## src/verilog/pio_defines.svh

```systemverilog
// Address map, widths and reset constants of the parallel port block
`ifndef PIO_DEFINES_SVH
`define PIO_DEFINES_SVH

// =====================================================================
// Widths
`define PIO_AW          8
`define PIO_DW          8
`define PIO_WA          8
`define PIO_WB          8
`define PIO_WC          7
`define PIO_ADC_W       5
`define PIO_CH_W        3

// =====================================================================
// Register byte addresses
`define PIO_OFF_A_DATA  8'h00
`define PIO_OFF_B_DATA  8'h01
`define PIO_OFF_C_DATA  8'h02
`define PIO_OFF_A_DIR   8'h04
`define PIO_OFF_B_DIR   8'h05
`define PIO_OFF_C_DIR   8'h06
`define PIO_OFF_A_PUE   8'h0d
`define PIO_OFF_C_PUE   8'h0e

// =====================================================================
// Reset values and masks
`define PIO_ZERO        8'h00
`define PIO_C_MASK      8'h7f
`define PIO_ONE_HOT     8'h01
`define PIO_BIT_RST     1'b0

`endif

```

## src/verilog/pio_pkg.sv

```systemverilog
// Shared types of the parallel port block
package pio_pkg;

    // =================================================================
    // Register select decoded from the bus address
    typedef enum logic [3:0] {
        pio_sel_none   = 4'b0000,
        pio_sel_a_data = 4'b0001,
        pio_sel_b_data = 4'b0010,
        pio_sel_c_data = 4'b0011,
        pio_sel_a_dir  = 4'b0100,
        pio_sel_b_dir  = 4'b0101,
        pio_sel_c_dir  = 4'b0110,
        pio_sel_a_pue  = 4'b0111,
        pio_sel_c_pue  = 4'b1000
    } pio_sel_e;

    // =================================================================
    // Decoded bus request
    typedef struct packed {
        pio_sel_e    sel;
        logic [7:0]  wdata;
        logic        wr;
        logic        rd;
    } pio_req_s;

    // =================================================================
    // Per-port configuration: direction and pullup enables
    typedef struct packed {
        logic [7:0]  dir;
        logic [7:0]  pue;
    } pio_cfg_s;

endpackage : pio_pkg

```

## src/verilog/pio_ports.sv

```systemverilog
// Three parallel I/O ports with latches and directions, pullups on first and third
//
// Summary of operation
// Per-pin latch, kept unchanged by reset
// Direction 1 drives latch, 0 is input
// Reset clears all direction bits
// First port read: latch if output, else pin
// Second port read uses same selection
// Third port read uses same selection
// Data writes always update latch only
// Direction registers read back last write
// First port pullup per pin when input
// Pullup off whenever pin is output
// No pullup: pin stays high impedance
// Third port has pullups like first
// Third port has seven pins only
// Keypad enable turns pin into interrupt input
// Selected converter channel forced analog input
// Software loads latch before setting output
// Software avoids digital reads of analog pins
// Pullups reset zero, third top bit zero
// Pin levels synchronised before read
//
// Added by the designer: the plain strobed port.
`include "pio_defines.svh"

module pio_ports (
    input  wire logic                  clk_sys_in,
    input  wire logic                  rst_in,
    // Register port
    input  wire logic [`PIO_AW-1:0]    addr_in,
    input  wire logic [`PIO_DW-1:0]    wdata_in,
    input  wire logic                  wr_in,
    input  wire logic                  rd_in,
    output logic      [`PIO_DW-1:0]    rdata_out,
    // First port pins
    input  wire logic [`PIO_WA-1:0]    pa_pin_in,
    output logic      [`PIO_WA-1:0]    pa_pin_out,
    output logic      [`PIO_WA-1:0]    pa_pin_oe_out,
    output logic      [`PIO_WA-1:0]    pa_pullup_out,
    // Second port pins
    input  wire logic [`PIO_WB-1:0]    pb_pin_in,
    output logic      [`PIO_WB-1:0]    pb_pin_out,
    output logic      [`PIO_WB-1:0]    pb_pin_oe_out,
    output logic      [`PIO_WB-1:0]    pb_pullup_out,
    // Third port pins
    input  wire logic [`PIO_WC-1:0]    pc_pin_in,
    output logic      [`PIO_WC-1:0]    pc_pin_out,
    output logic      [`PIO_WC-1:0]    pc_pin_oe_out,
    output logic      [`PIO_WC-1:0]    pc_pullup_out,
    // Keypad interrupt unit
    input  wire logic [`PIO_WA-1:0]    keypad_irq_enables_in,
    output logic      [`PIO_WA-1:0]    keypad_inputs_out,
    // Converter channel select
    input  wire logic [`PIO_ADC_W-1:0] adc_channel_in,
    output logic      [`PIO_WB-1:0]    analog_select_out
);

    // =================================================================
    // Storage
    logic [`PIO_DW-1:0]  first_port_latch;
    logic [`PIO_DW-1:0]  second_port_latch;
    logic [`PIO_DW-1:0]  third_port_latch;
    pio_pkg::pio_cfg_s   cfg_a;
    pio_pkg::pio_cfg_s   cfg_b;
    pio_pkg::pio_cfg_s   cfg_c;
    pio_pkg::pio_req_s   req;
    logic [`PIO_WA-1:0]  pa_sync;
    logic [`PIO_WB-1:0]  pb_sync;
    logic [`PIO_WC-1:0]  pc_sync;
    logic [`PIO_DW-1:0]  pc_sync_w;
    logic [`PIO_WB-1:0]  next_analog;
    logic [`PIO_DW-1:0]  next_rdata;

    // =================================================================
    // Address decode into one select code
    always_comb begin
        req.wdata = wdata_in;
        req.wr    = wr_in;
        req.rd    = rd_in;
        case (addr_in)
            `PIO_OFF_A_DATA: req.sel = pio_pkg::pio_sel_a_data;
            `PIO_OFF_B_DATA: req.sel = pio_pkg::pio_sel_b_data;
            `PIO_OFF_C_DATA: req.sel = pio_pkg::pio_sel_c_data;
            `PIO_OFF_A_DIR:  req.sel = pio_pkg::pio_sel_a_dir;
            `PIO_OFF_B_DIR:  req.sel = pio_pkg::pio_sel_b_dir;
            `PIO_OFF_C_DIR:  req.sel = pio_pkg::pio_sel_c_dir;
            `PIO_OFF_A_PUE:  req.sel = pio_pkg::pio_sel_a_pue;
            `PIO_OFF_C_PUE:  req.sel = pio_pkg::pio_sel_c_pue;
            default:         req.sel = pio_pkg::pio_sel_none;
        endcase
    end

    // =================================================================
    // Data latches: no reset, so output values survive a reset
    always_ff @(posedge clk_sys_in) begin
        if (req.wr) begin
            case (req.sel)
                pio_pkg::pio_sel_a_data: begin
                    first_port_latch <= req.wdata;
                end
                pio_pkg::pio_sel_b_data: begin
                    second_port_latch <= req.wdata;
                end
                pio_pkg::pio_sel_c_data: begin
                    third_port_latch <= req.wdata & `PIO_C_MASK;
                end
                default: begin
                end
            endcase
        end
    end

    // =================================================================
    // Direction registers, cleared so all pins start as inputs
    always_ff @(posedge clk_sys_in) begin
        if (rst_in) begin
            cfg_a.dir <= `PIO_ZERO;
            cfg_b.dir <= `PIO_ZERO;
            cfg_c.dir <= `PIO_ZERO;
        end else if (req.wr) begin
            case (req.sel)
                pio_pkg::pio_sel_a_dir: cfg_a.dir <= req.wdata;
                pio_pkg::pio_sel_b_dir: cfg_b.dir <= req.wdata;
                pio_pkg::pio_sel_c_dir: begin
                    cfg_c.dir <= req.wdata & `PIO_C_MASK;
                end
                default: begin
                end
            endcase
        end
    end

    // =================================================================
    // Pullup enables; second port has none, so its field stays zero
    always_ff @(posedge clk_sys_in) begin
        if (rst_in) begin
            cfg_a.pue <= `PIO_ZERO;
            cfg_b.pue <= `PIO_ZERO;
            cfg_c.pue <= `PIO_ZERO;
        end else if (req.wr) begin
            case (req.sel)
                pio_pkg::pio_sel_a_pue: cfg_a.pue <= req.wdata;
                pio_pkg::pio_sel_c_pue: begin
                    cfg_c.pue <= req.wdata & `PIO_C_MASK;
                end
                default: begin
                end
            endcase
        end
    end

    // =================================================================
    // Pin synchronisers; reads see levels two cycles old
    pio_sync #(
        .WIDTH (`PIO_WA)
    ) u_sync_a (
        .clk_sys_in (clk_sys_in),
        .rst_in     (rst_in),
        .din_in     (pa_pin_in),
        .dout_out   (pa_sync)
    );

    pio_sync #(
        .WIDTH (`PIO_WB)
    ) u_sync_b (
        .clk_sys_in (clk_sys_in),
        .rst_in     (rst_in),
        .din_in     (pb_pin_in),
        .dout_out   (pb_sync)
    );

    pio_sync #(
        .WIDTH (`PIO_WC)
    ) u_sync_c (
        .clk_sys_in (clk_sys_in),
        .rst_in     (rst_in),
        .din_in     (pc_pin_in),
        .dout_out   (pc_sync)
    );

    assign pc_sync_w = {1'b0, pc_sync};

    // =================================================================
    // Read mux: per bit, latch for outputs and pin for inputs
    always_comb begin
        next_rdata = `PIO_ZERO;
        case (req.sel)
            pio_pkg::pio_sel_a_data: begin
                next_rdata = (first_port_latch & cfg_a.dir)
                           | (pa_sync & ~cfg_a.dir);
            end
            pio_pkg::pio_sel_b_data: begin
                next_rdata = (second_port_latch & cfg_b.dir)
                           | (pb_sync & ~cfg_b.dir);
            end
            pio_pkg::pio_sel_c_data: begin
                next_rdata = (third_port_latch & cfg_c.dir)
                           | (pc_sync_w & ~cfg_c.dir);
            end
            pio_pkg::pio_sel_a_dir: next_rdata = cfg_a.dir;
            pio_pkg::pio_sel_b_dir: next_rdata = cfg_b.dir;
            pio_pkg::pio_sel_c_dir: next_rdata = cfg_c.dir;
            pio_pkg::pio_sel_a_pue: next_rdata = cfg_a.pue;
            pio_pkg::pio_sel_c_pue: next_rdata = cfg_c.pue;
            default:                next_rdata = `PIO_ZERO;
        endcase
    end

    // =================================================================
    // Read data valid only in the cycle after the strobe
    always_ff @(posedge clk_sys_in) begin
        if (rst_in) begin
            rdata_out <= `PIO_ZERO;
        end else if (req.rd) begin
            rdata_out <= next_rdata;
        end else begin
            rdata_out <= `PIO_ZERO;
        end
    end

    // =================================================================
    // Converter channel decode; channels past the second port pick none
    always_comb begin
        next_analog = `PIO_ZERO;
        if (adc_channel_in < `PIO_ADC_W'(`PIO_WB)) begin
            next_analog = `PIO_ONE_HOT
                        << adc_channel_in[`PIO_CH_W-1:0];
        end
    end

    // =================================================================
    // Module pin ownership outputs
    always_ff @(posedge clk_sys_in) begin
        if (rst_in) begin
            analog_select_out <= `PIO_ZERO;
            keypad_inputs_out <= `PIO_ZERO;
        end else begin
            analog_select_out <= next_analog;
            keypad_inputs_out <= pa_sync & keypad_irq_enables_in;
        end
    end

    // =================================================================
    // Pad control cells, one per pin
    genvar gi;
    generate
        for (gi = 0; gi < `PIO_WA; gi++) begin : g_pa
            pio_pin_cell u_cell (
                .clk_sys_in    (clk_sys_in),
                .rst_in        (rst_in),
                .latch_in      (first_port_latch[gi]),
                .dir_in        (cfg_a.dir[gi]),
                .pue_in        (cfg_a.pue[gi]),
                .hold_input_in (keypad_irq_enables_in[gi]),
                .analog_in     (1'b0),
                .pin_out       (pa_pin_out[gi]),
                .pin_oe_out    (pa_pin_oe_out[gi]),
                .pullup_out    (pa_pullup_out[gi])
            );
        end
        for (gi = 0; gi < `PIO_WB; gi++) begin : g_pb
            pio_pin_cell u_cell (
                .clk_sys_in    (clk_sys_in),
                .rst_in        (rst_in),
                .latch_in      (second_port_latch[gi]),
                .dir_in        (cfg_b.dir[gi]),
                .pue_in        (cfg_b.pue[gi]),
                .hold_input_in (1'b0),
                .analog_in     (next_analog[gi]),
                .pin_out       (pb_pin_out[gi]),
                .pin_oe_out    (pb_pin_oe_out[gi]),
                .pullup_out    (pb_pullup_out[gi])
            );
        end
        for (gi = 0; gi < `PIO_WC; gi++) begin : g_pc
            pio_pin_cell u_cell (
                .clk_sys_in    (clk_sys_in),
                .rst_in        (rst_in),
                .latch_in      (third_port_latch[gi]),
                .dir_in        (cfg_c.dir[gi]),
                .pue_in        (cfg_c.pue[gi]),
                .hold_input_in (1'b0),
                .analog_in     (1'b0),
                .pin_out       (pc_pin_out[gi]),
                .pin_oe_out    (pc_pin_oe_out[gi]),
                .pullup_out    (pc_pullup_out[gi])
            );
        end
    endgenerate

    // =================================================================
    // Checks
    dir_reset_a: assert property (@(posedge clk_sys_in)
        rst_in |=> cfg_a.dir == `PIO_ZERO && cfg_b.dir == `PIO_ZERO
                   && cfg_c.dir == `PIO_ZERO && pa_pin_oe_out == '0)
        else $error("direction not cleared by reset");

    pa_drive_a: assert property (@(posedge clk_sys_in)
        disable iff (rst_in)
        wr_in && addr_in == `PIO_OFF_A_DIR
        ##1 !wr_in && keypad_irq_enables_in == '0
        |=> pa_pin_oe_out == $past(cfg_a.dir))
        else $error("first port enable does not follow direction");

    latch_write_a: assert property (@(posedge clk_sys_in)
        disable iff (rst_in)
        wr_in && addr_in == `PIO_OFF_B_DATA
        |=> second_port_latch == $past(wdata_in))
        else $error("second port latch not written");

    pa_read_a: assert property (@(posedge clk_sys_in)
        disable iff (rst_in)
        rd_in && addr_in == `PIO_OFF_A_DATA
        |=> rdata_out == (($past(first_port_latch) & $past(cfg_a.dir))
                       | ($past(pa_pin_in, 3) & ~$past(cfg_a.dir))))
        else $error("first port read selects wrong source");

    dir_readback_a: assert property (@(posedge clk_sys_in)
        disable iff (rst_in)
        wr_in && addr_in == `PIO_OFF_C_DIR ##1 !wr_in
        ##1 rd_in && addr_in == `PIO_OFF_C_DIR
        |=> rdata_out == ($past(wdata_in, 3) & `PIO_C_MASK))
        else $error("direction read back differs from write");

    pullup_excl_a: assert property (@(posedge clk_sys_in)
        disable iff (rst_in)
        (pa_pullup_out & pa_pin_oe_out) == '0
        && (pc_pullup_out & pc_pin_oe_out) == '0)
        else $error("pullup active on a driving pin");

    pb_no_pull_a: assert property (@(posedge clk_sys_in)
        disable iff (rst_in)
        pb_pullup_out == '0)
        else $error("second port pullup turned on");

    pc_top_zero_a: assert property (@(posedge clk_sys_in)
        disable iff (rst_in)
        rd_in && (addr_in == `PIO_OFF_C_DATA
        || addr_in == `PIO_OFF_C_PUE) |=> !rdata_out[`PIO_WC])
        else $error("third port top bit reads as one");

    analog_own_a: assert property (@(posedge clk_sys_in)
        disable iff (rst_in)
        (analog_select_out & pb_pin_oe_out) == '0)
        else $error("analog pin still driven");

    keypad_gate_a: assert property (@(posedge clk_sys_in)
        disable iff (rst_in)
        ##1 (keypad_inputs_out & ~$past(keypad_irq_enables_in)) == '0)
        else $error("keypad input passed while disabled");

    rd_pulse_a: assert property (@(posedge clk_sys_in)
        disable iff (rst_in)
        !rd_in |=> rdata_out == `PIO_ZERO)
        else $error("read data held past its cycle");

endmodule : pio_ports

```

## src/verilog/pio_sync.sv

```systemverilog
// Two-stage synchroniser for asynchronous pin levels
`include "pio_defines.svh"

module pio_sync #(
    parameter int WIDTH = 8
) (
    input  wire logic             clk_sys_in,
    input  wire logic             rst_in,
    input  wire logic [WIDTH-1:0] din_in,
    output logic      [WIDTH-1:0] dout_out
);

    logic [WIDTH-1:0] meta;

    // =================================================================
    // First stage only feeds the second to contain metastability
    always_ff @(posedge clk_sys_in) begin
        meta     <= din_in;
        dout_out <= meta;
    end

    // =================================================================
    // Checks
    sync_delay_a: assert property (@(posedge clk_sys_in)
        disable iff (rst_in) ##2 dout_out == $past(din_in, 2))
        else $error("synchroniser output not two cycles late");

endmodule : pio_sync

```

## src/verilog/pio_pin_cell.sv

```systemverilog
// Output driver, enable and pullup control of one port pin
`include "pio_defines.svh"

module pio_pin_cell (
    input  wire logic clk_sys_in,
    input  wire logic rst_in,
    input  wire logic latch_in,
    input  wire logic dir_in,
    input  wire logic pue_in,
    input  wire logic hold_input_in,
    input  wire logic analog_in,
    output logic      pin_out,
    output logic      pin_oe_out,
    output logic      pullup_out
);

    logic next_oe;
    logic next_pu;

    // =================================================================
    // Drive only when set as output and no module owns the pin
    always_comb begin
        next_oe = dir_in & ~hold_input_in & ~analog_in;
        next_pu = pue_in & ~dir_in & ~analog_in;
    end

    // =================================================================
    // Registered pad controls, all quiet in reset
    always_ff @(posedge clk_sys_in) begin
        if (rst_in) begin
            pin_oe_out <= `PIO_BIT_RST;
            pullup_out <= `PIO_BIT_RST;
            pin_out    <= `PIO_BIT_RST;
        end else begin
            pin_oe_out <= next_oe;
            pullup_out <= next_pu;
            pin_out    <= latch_in & next_oe;
        end
    end

endmodule : pio_pin_cell

```

## config.mk

```make
export PLATFORM = sky130hd
export DESIGN_NAME = pio_ports
export DESIGN_NICKNAME = d
export VERILOG_FILES = /design/src/verilog/pio_pkg.sv /design/src/verilog/pio_ports.sv /design/src/verilog/pio_sync.sv /design/src/verilog/pio_pin_cell.sv
export VERILOG_INCLUDE_DIRS = /design/src /design/src/verilog
export SDC_FILE = /design/constraint.sdc
export NUM_CORES = 1
export LEC_CHECK = 0
export ABC_AREA = 1
export ABC_CLOCK_PERIOD_IN_PS = 4950
export BUFFER_PORTS_ARGS = -buffer_cell sky130_fd_sc_hd__buf_2
export CORE_ASPECT_RATIO = 1.1
export CORE_MARGIN = 1.5
export CORE_UTILIZATION = 58
export CTS_CLUSTER_SIZE = 8
export DETAILED_ROUTE_END_ITERATION = 6
export PLACE_DENSITY = 0.84
export SLEW_MARGIN = 20
export SYNTH_ARGS = -nofsm -noshare
export SYNTH_HDL_FRONTEND = slang
export SYNTH_SLANG_ARGS = --single-unit
```

## constraint.sdc

```tcl
create_clock -name clk_sys_in -period 4.95 [get_ports clk_sys_in]
set_input_delay 0.2475 -clock clk_sys_in [delete_from_list [all_inputs] [get_ports clk_sys_in]]
set_output_delay 0.2475 -clock clk_sys_in [all_outputs]
set_load 0.02 [all_outputs]
```

==> summary.txt <==
Worst setup path
  • Crit end category: register
  • RR Startpoint: cfg_b[11]$_SDFFE_PP0P_
  • WP data required: 5.01 ns
  • Maximum fanout along the worst path: 26
  • Reg2Reg Depth: 5
  • CP Launch Type: primary input
  • Largest stage delay, worst path: 0.78 ns
  • Arr. time, crit path: 2.32 ns
  • Worst reg2reg endpoint: rdata_out[3]$_SDFF_PP0_
  • Crit-path cells: buf_2 -> inv_1 -> ha_1 -> nand2_1 -> nor2_1 -> inv_1 -> nor2_1 -> nor2_2 -> nand2_1 -> nor2_1
  • Crit path kind: in -> reg
  • Crit path top cell by count: nor2_1
  • CP max stage cell: nor2_2
  • FF-to-FF setup slack: 3.65 ns

GRT
  • Largest net degree at the start of global routing: 81
  • Tot GR Track Use: 25.5%
  • Total global routing overflow: 0
  • First-pass GRT wire length: 24600 um
  • Initial antenna violation count: 0
  • Vias in the first global route: 5060

STA
  • Final Hold Vio Count: 0
  • Worst-Margin Slew: 1.01 ns
  • Final period util: 45.7%
  • Sum of negative setup slack: 0 ns
  • Final setup fails: 0
  • Fmax: 0.442 GHz
  • Rel. slew slack: 32.7%
  • Pins over their slew limit: 0
  • Worst Skew: 0.00842 ns
  • Fin crit period: 2.26 ns
  • RSZ-0062 raised after global routing: no

Routing
  • Routed len/inst: 15.4 um
  • Drt via density: 5.17
  • ANT nets after route: 0
  • 1st-iter DRT viols: 471
  • Detailed Route WL: 15700 um
  • First-pass DRT Iterations: 6
  • Vias: 5286
  • Remaining DRCs: 0

CTS
  • TritonCTS clock tree: done
  • Clock Tree Root: clkbuf_16
  • Clock Tree Buf Depth: 2
  • H-tree levels: 4
  • Worst skew pair latency: 0.42 ns
  • Clock Pin Slew Worst Setup and Hold Paths: 0.06 ns
  • Setup Buffers After CTS: 0
  • Clock sinks: 192
  • Post-CTS sizing: 0
  • Total CTS buffers: 17

Die
  • Die footprint: 0.0126 sq mm
  • Row count: 41
  • Initial Util: 59.8%
  • Core ar.: 0.0115 sq mm
  • IO Count: 149
  • Die width: 107 um
  • Die height: 117 um

Hold path
  • Hold Path End: g_pa[5].u_cell.pin_oe_out$_SDFF_PP0_
  • Worst hold start: keypad_irq_enables_in[5]
  • Hold Crit Class: in -> reg
  • WHS Path Cells: 2

Place
  • Placer congestion estimate: 0.924
  • Port buffer count: 140
  • Dpl hpwl: 10700 um
  • Dpl cells: 967
  • Cell Area, Placed: 0.00719 sq mm

Power and ir drop
  • Leakage power: 3.65 nW
  • Max rail drop VDD: 0.000198 V
  • Power density over the cells: 383 mW/mm^2

Yosys
  • Largest family of logic cells by synthesized area: simple AND/OR/NAND/NOR gates
  • Cells after Synth: 763
  • Top post-synthesis cells by area: dfxtp_1 (49%), edfxtp_1 (10%), buf_4 (8.0%)
  • Adder-cell share of the synthesized area: 0.725%
  • Ys Warns: 0
  • Post-synth EDFFs: 23
  • Syn avg cell area: 9.05 sq um
  • Async set or reset register ratio after synthesis: 0%
  • Post-Syn Area: 0.00691 sq mm
  • Fraction of the mapped netlist area in simple logic gates: 21.7%
  • Post-synthesis mux area share: 0.815%
  • Synth unique cells: 27
  • Synth Area in Compound Gates: 5.43%
  • Synth Flop Type: dfxtp_1
  • Yosys top cell area share: 49.0%
  • Area leader, netlist: dfxtp_1
  • XOR/XNOR Fraction of Synth Area: 0%
  • Sequential area share after synthesis: 59.0%
  • Register bit total from synthesis: 192

Outcome
  • Outcome: finished clean

Finish
  • Final Non-Filler Cells: 1023
  • Antenna diode count: 0
  • Finished Cell Area: 0.00801 sq mm
  • Nets: 920
  • Area delta synth->final: 15.9%
  • Layout cells sized above 1: 22.1%

Job
  • Max-capacitance violation count: 0
[power breakdown]
part           total, mW  internal (mW)  switching [mW]
logic              0.130         0.0464          0.0836
clock network       1.33          0.733           0.594
registers           1.61           1.60         0.00892
[repair_timing]
action | 4_1_cts | 5_1_grt
hold buffers | 24 | 0
endpoints found under the hold margin | 24 | 0
endpoints found under the setup margin | 0 | 0
[layer usage]
metal	up-vias	track usage [%]	wire length, um	share of wire, %
li1	2559	-	-	-
met1	2384	30.2	6020	38
met2	294	41.9	7690	49
met3	49	6.53	1380	8.8
met4	0	13.8	636	4.0
met5	-	0	0	0
[cell families after synthesis]
| group | Yosys count |
|---|---|
| compound gates | 74 |
| simple gates | 339 |
| buf+inv | 148 |
| other cells | 1 |
| fa+ha+maj | 4 |
| mux | 5 |
| flops | 192 |
[how the worst max path moves through the flow]
stage	to	startpoint	slack, ns
3_3_place_gp	first_port_latch[0]$_DFFE_PP_	addr_in[0]	2.40
2_1_floorplan	first_port_latch[0]$_DFFE_PP_	addr_in[0]	2.94
5_1_grt	second_port_latch[7]$_DFFE_PP_	addr_in[0]	2.52
4_1_cts	first_port_latch[4]$_DFFE_PP_	addr_in[0]	2.72
3_5_place_dp	first_port_latch[4]$_DFFE_PP_	addr_in[0]	2.29
6_report	second_port_latch[7]$_DFFE_PP_	addr_in[0]	2.69
[area by class of cell]
type,count,area [sq um]
Sequential cell,192,4070
Multi-Input combinational cell,430,2010
Tap cell,150,188
Fill cell,895,3530
Inverter,53,199
Timing Repair Buffer,166,956
Clock inverter,12,125
Clock buffer,20,457
[cell usage after synthesis (2+ instances only)]
| cell | count |
|---|---|
| dfxtp_1 | 169 |
| nand2_1 | 138 |
| nand3_1 | 75 |
| buf_4 | 74 |
| nor2_1 | 73 |
| inv_1 | 53 |
| a21oi_1 | 46 |
| o21ai_0 | 26 |
| edfxtp_1 | 23 |
| nor3_1 | 22 |
| and2_1 | 12 |
| clkbuf_1 | 12 |
| buf_2 | 7 |
| nand2_2 | 6 |
| mux2_2 | 5 |
| nor2_2 | 5 |
| ha_1 | 4 |
| nor3b_1 | 3 |
| a211oi_1 | 2 |
[placed cells by master, fill, tap and decap left out]
master         instances
a211oi_1               2
a21oi_1               46
and2_1                12
buf_2                140
buf_4                  2
bufinv_16              1
clkbuf_1               1
clkbuf_16             17
clkbuf_8               2
clkinv_4               5
clkinvlp_4             1
conb_1                 8
dfxtp_1              169
dlygate4sd3_1         24
edfxtp_1              23
ha_1                   4
inv_1                 53
inv_4                  1
inv_6                  3
inv_8                  1
mux2_2                 5
nand2_1              138
nand2_2                6
nand2_4                1
nand3_1               75
nand3_2                1
nor2_1                73
nor2_2                 5
nor2_4                 1
nor3_1                22
nor3_4                 1
nor3b_1                3
nor4_1                 1
o21ai_0               26
[critical path, delay by kind of cell]
family | cells | cell delay [ns]
buffers and inverters | 3 | 0.21
AND/OR/NAND/NOR | 6 | 1.64
adder cells (fa/ha/maj) | 1 | 0.20
[sequential cells by signal (all words and copies together), names as in the netlist, 8 cells and up]
register                flops
cfg_a                      16
g_pa.u_cell.pin_oe_out      8
g_pa.u_cell.pin_out         8
u_sync_a.meta               8
first_port_latch            8
cfg_c                      14
u_sync_a.dout_out           8
second_port_latch           8
rdata_out                   8
keypad_inputs_out           8
cfg_b                       8
g_pb.u_cell.pin_out         8
g_pa.u_cell.pullup_out      8
u_sync_b.dout_out           8
u_sync_b.meta               8
g_pb.u_cell.pin_oe_out      8
analog_select_out           8
[per-stage QoR]
step	hold slack, ns	util [%]	worst slack (ns)	power [mW]
finish	0.0173	69.4	2.69	3.07
detailed placement	0.312	62.3	2.29	1.76
CTS	0.00799	69.4	2.72	3.07
global placement	0.310	62.3	2.40	1.75
floorplan	0.275	-	2.94	1.71
global route	0.00503	69.4	2.52	3.16
Power figures use the tool's default switching activity.
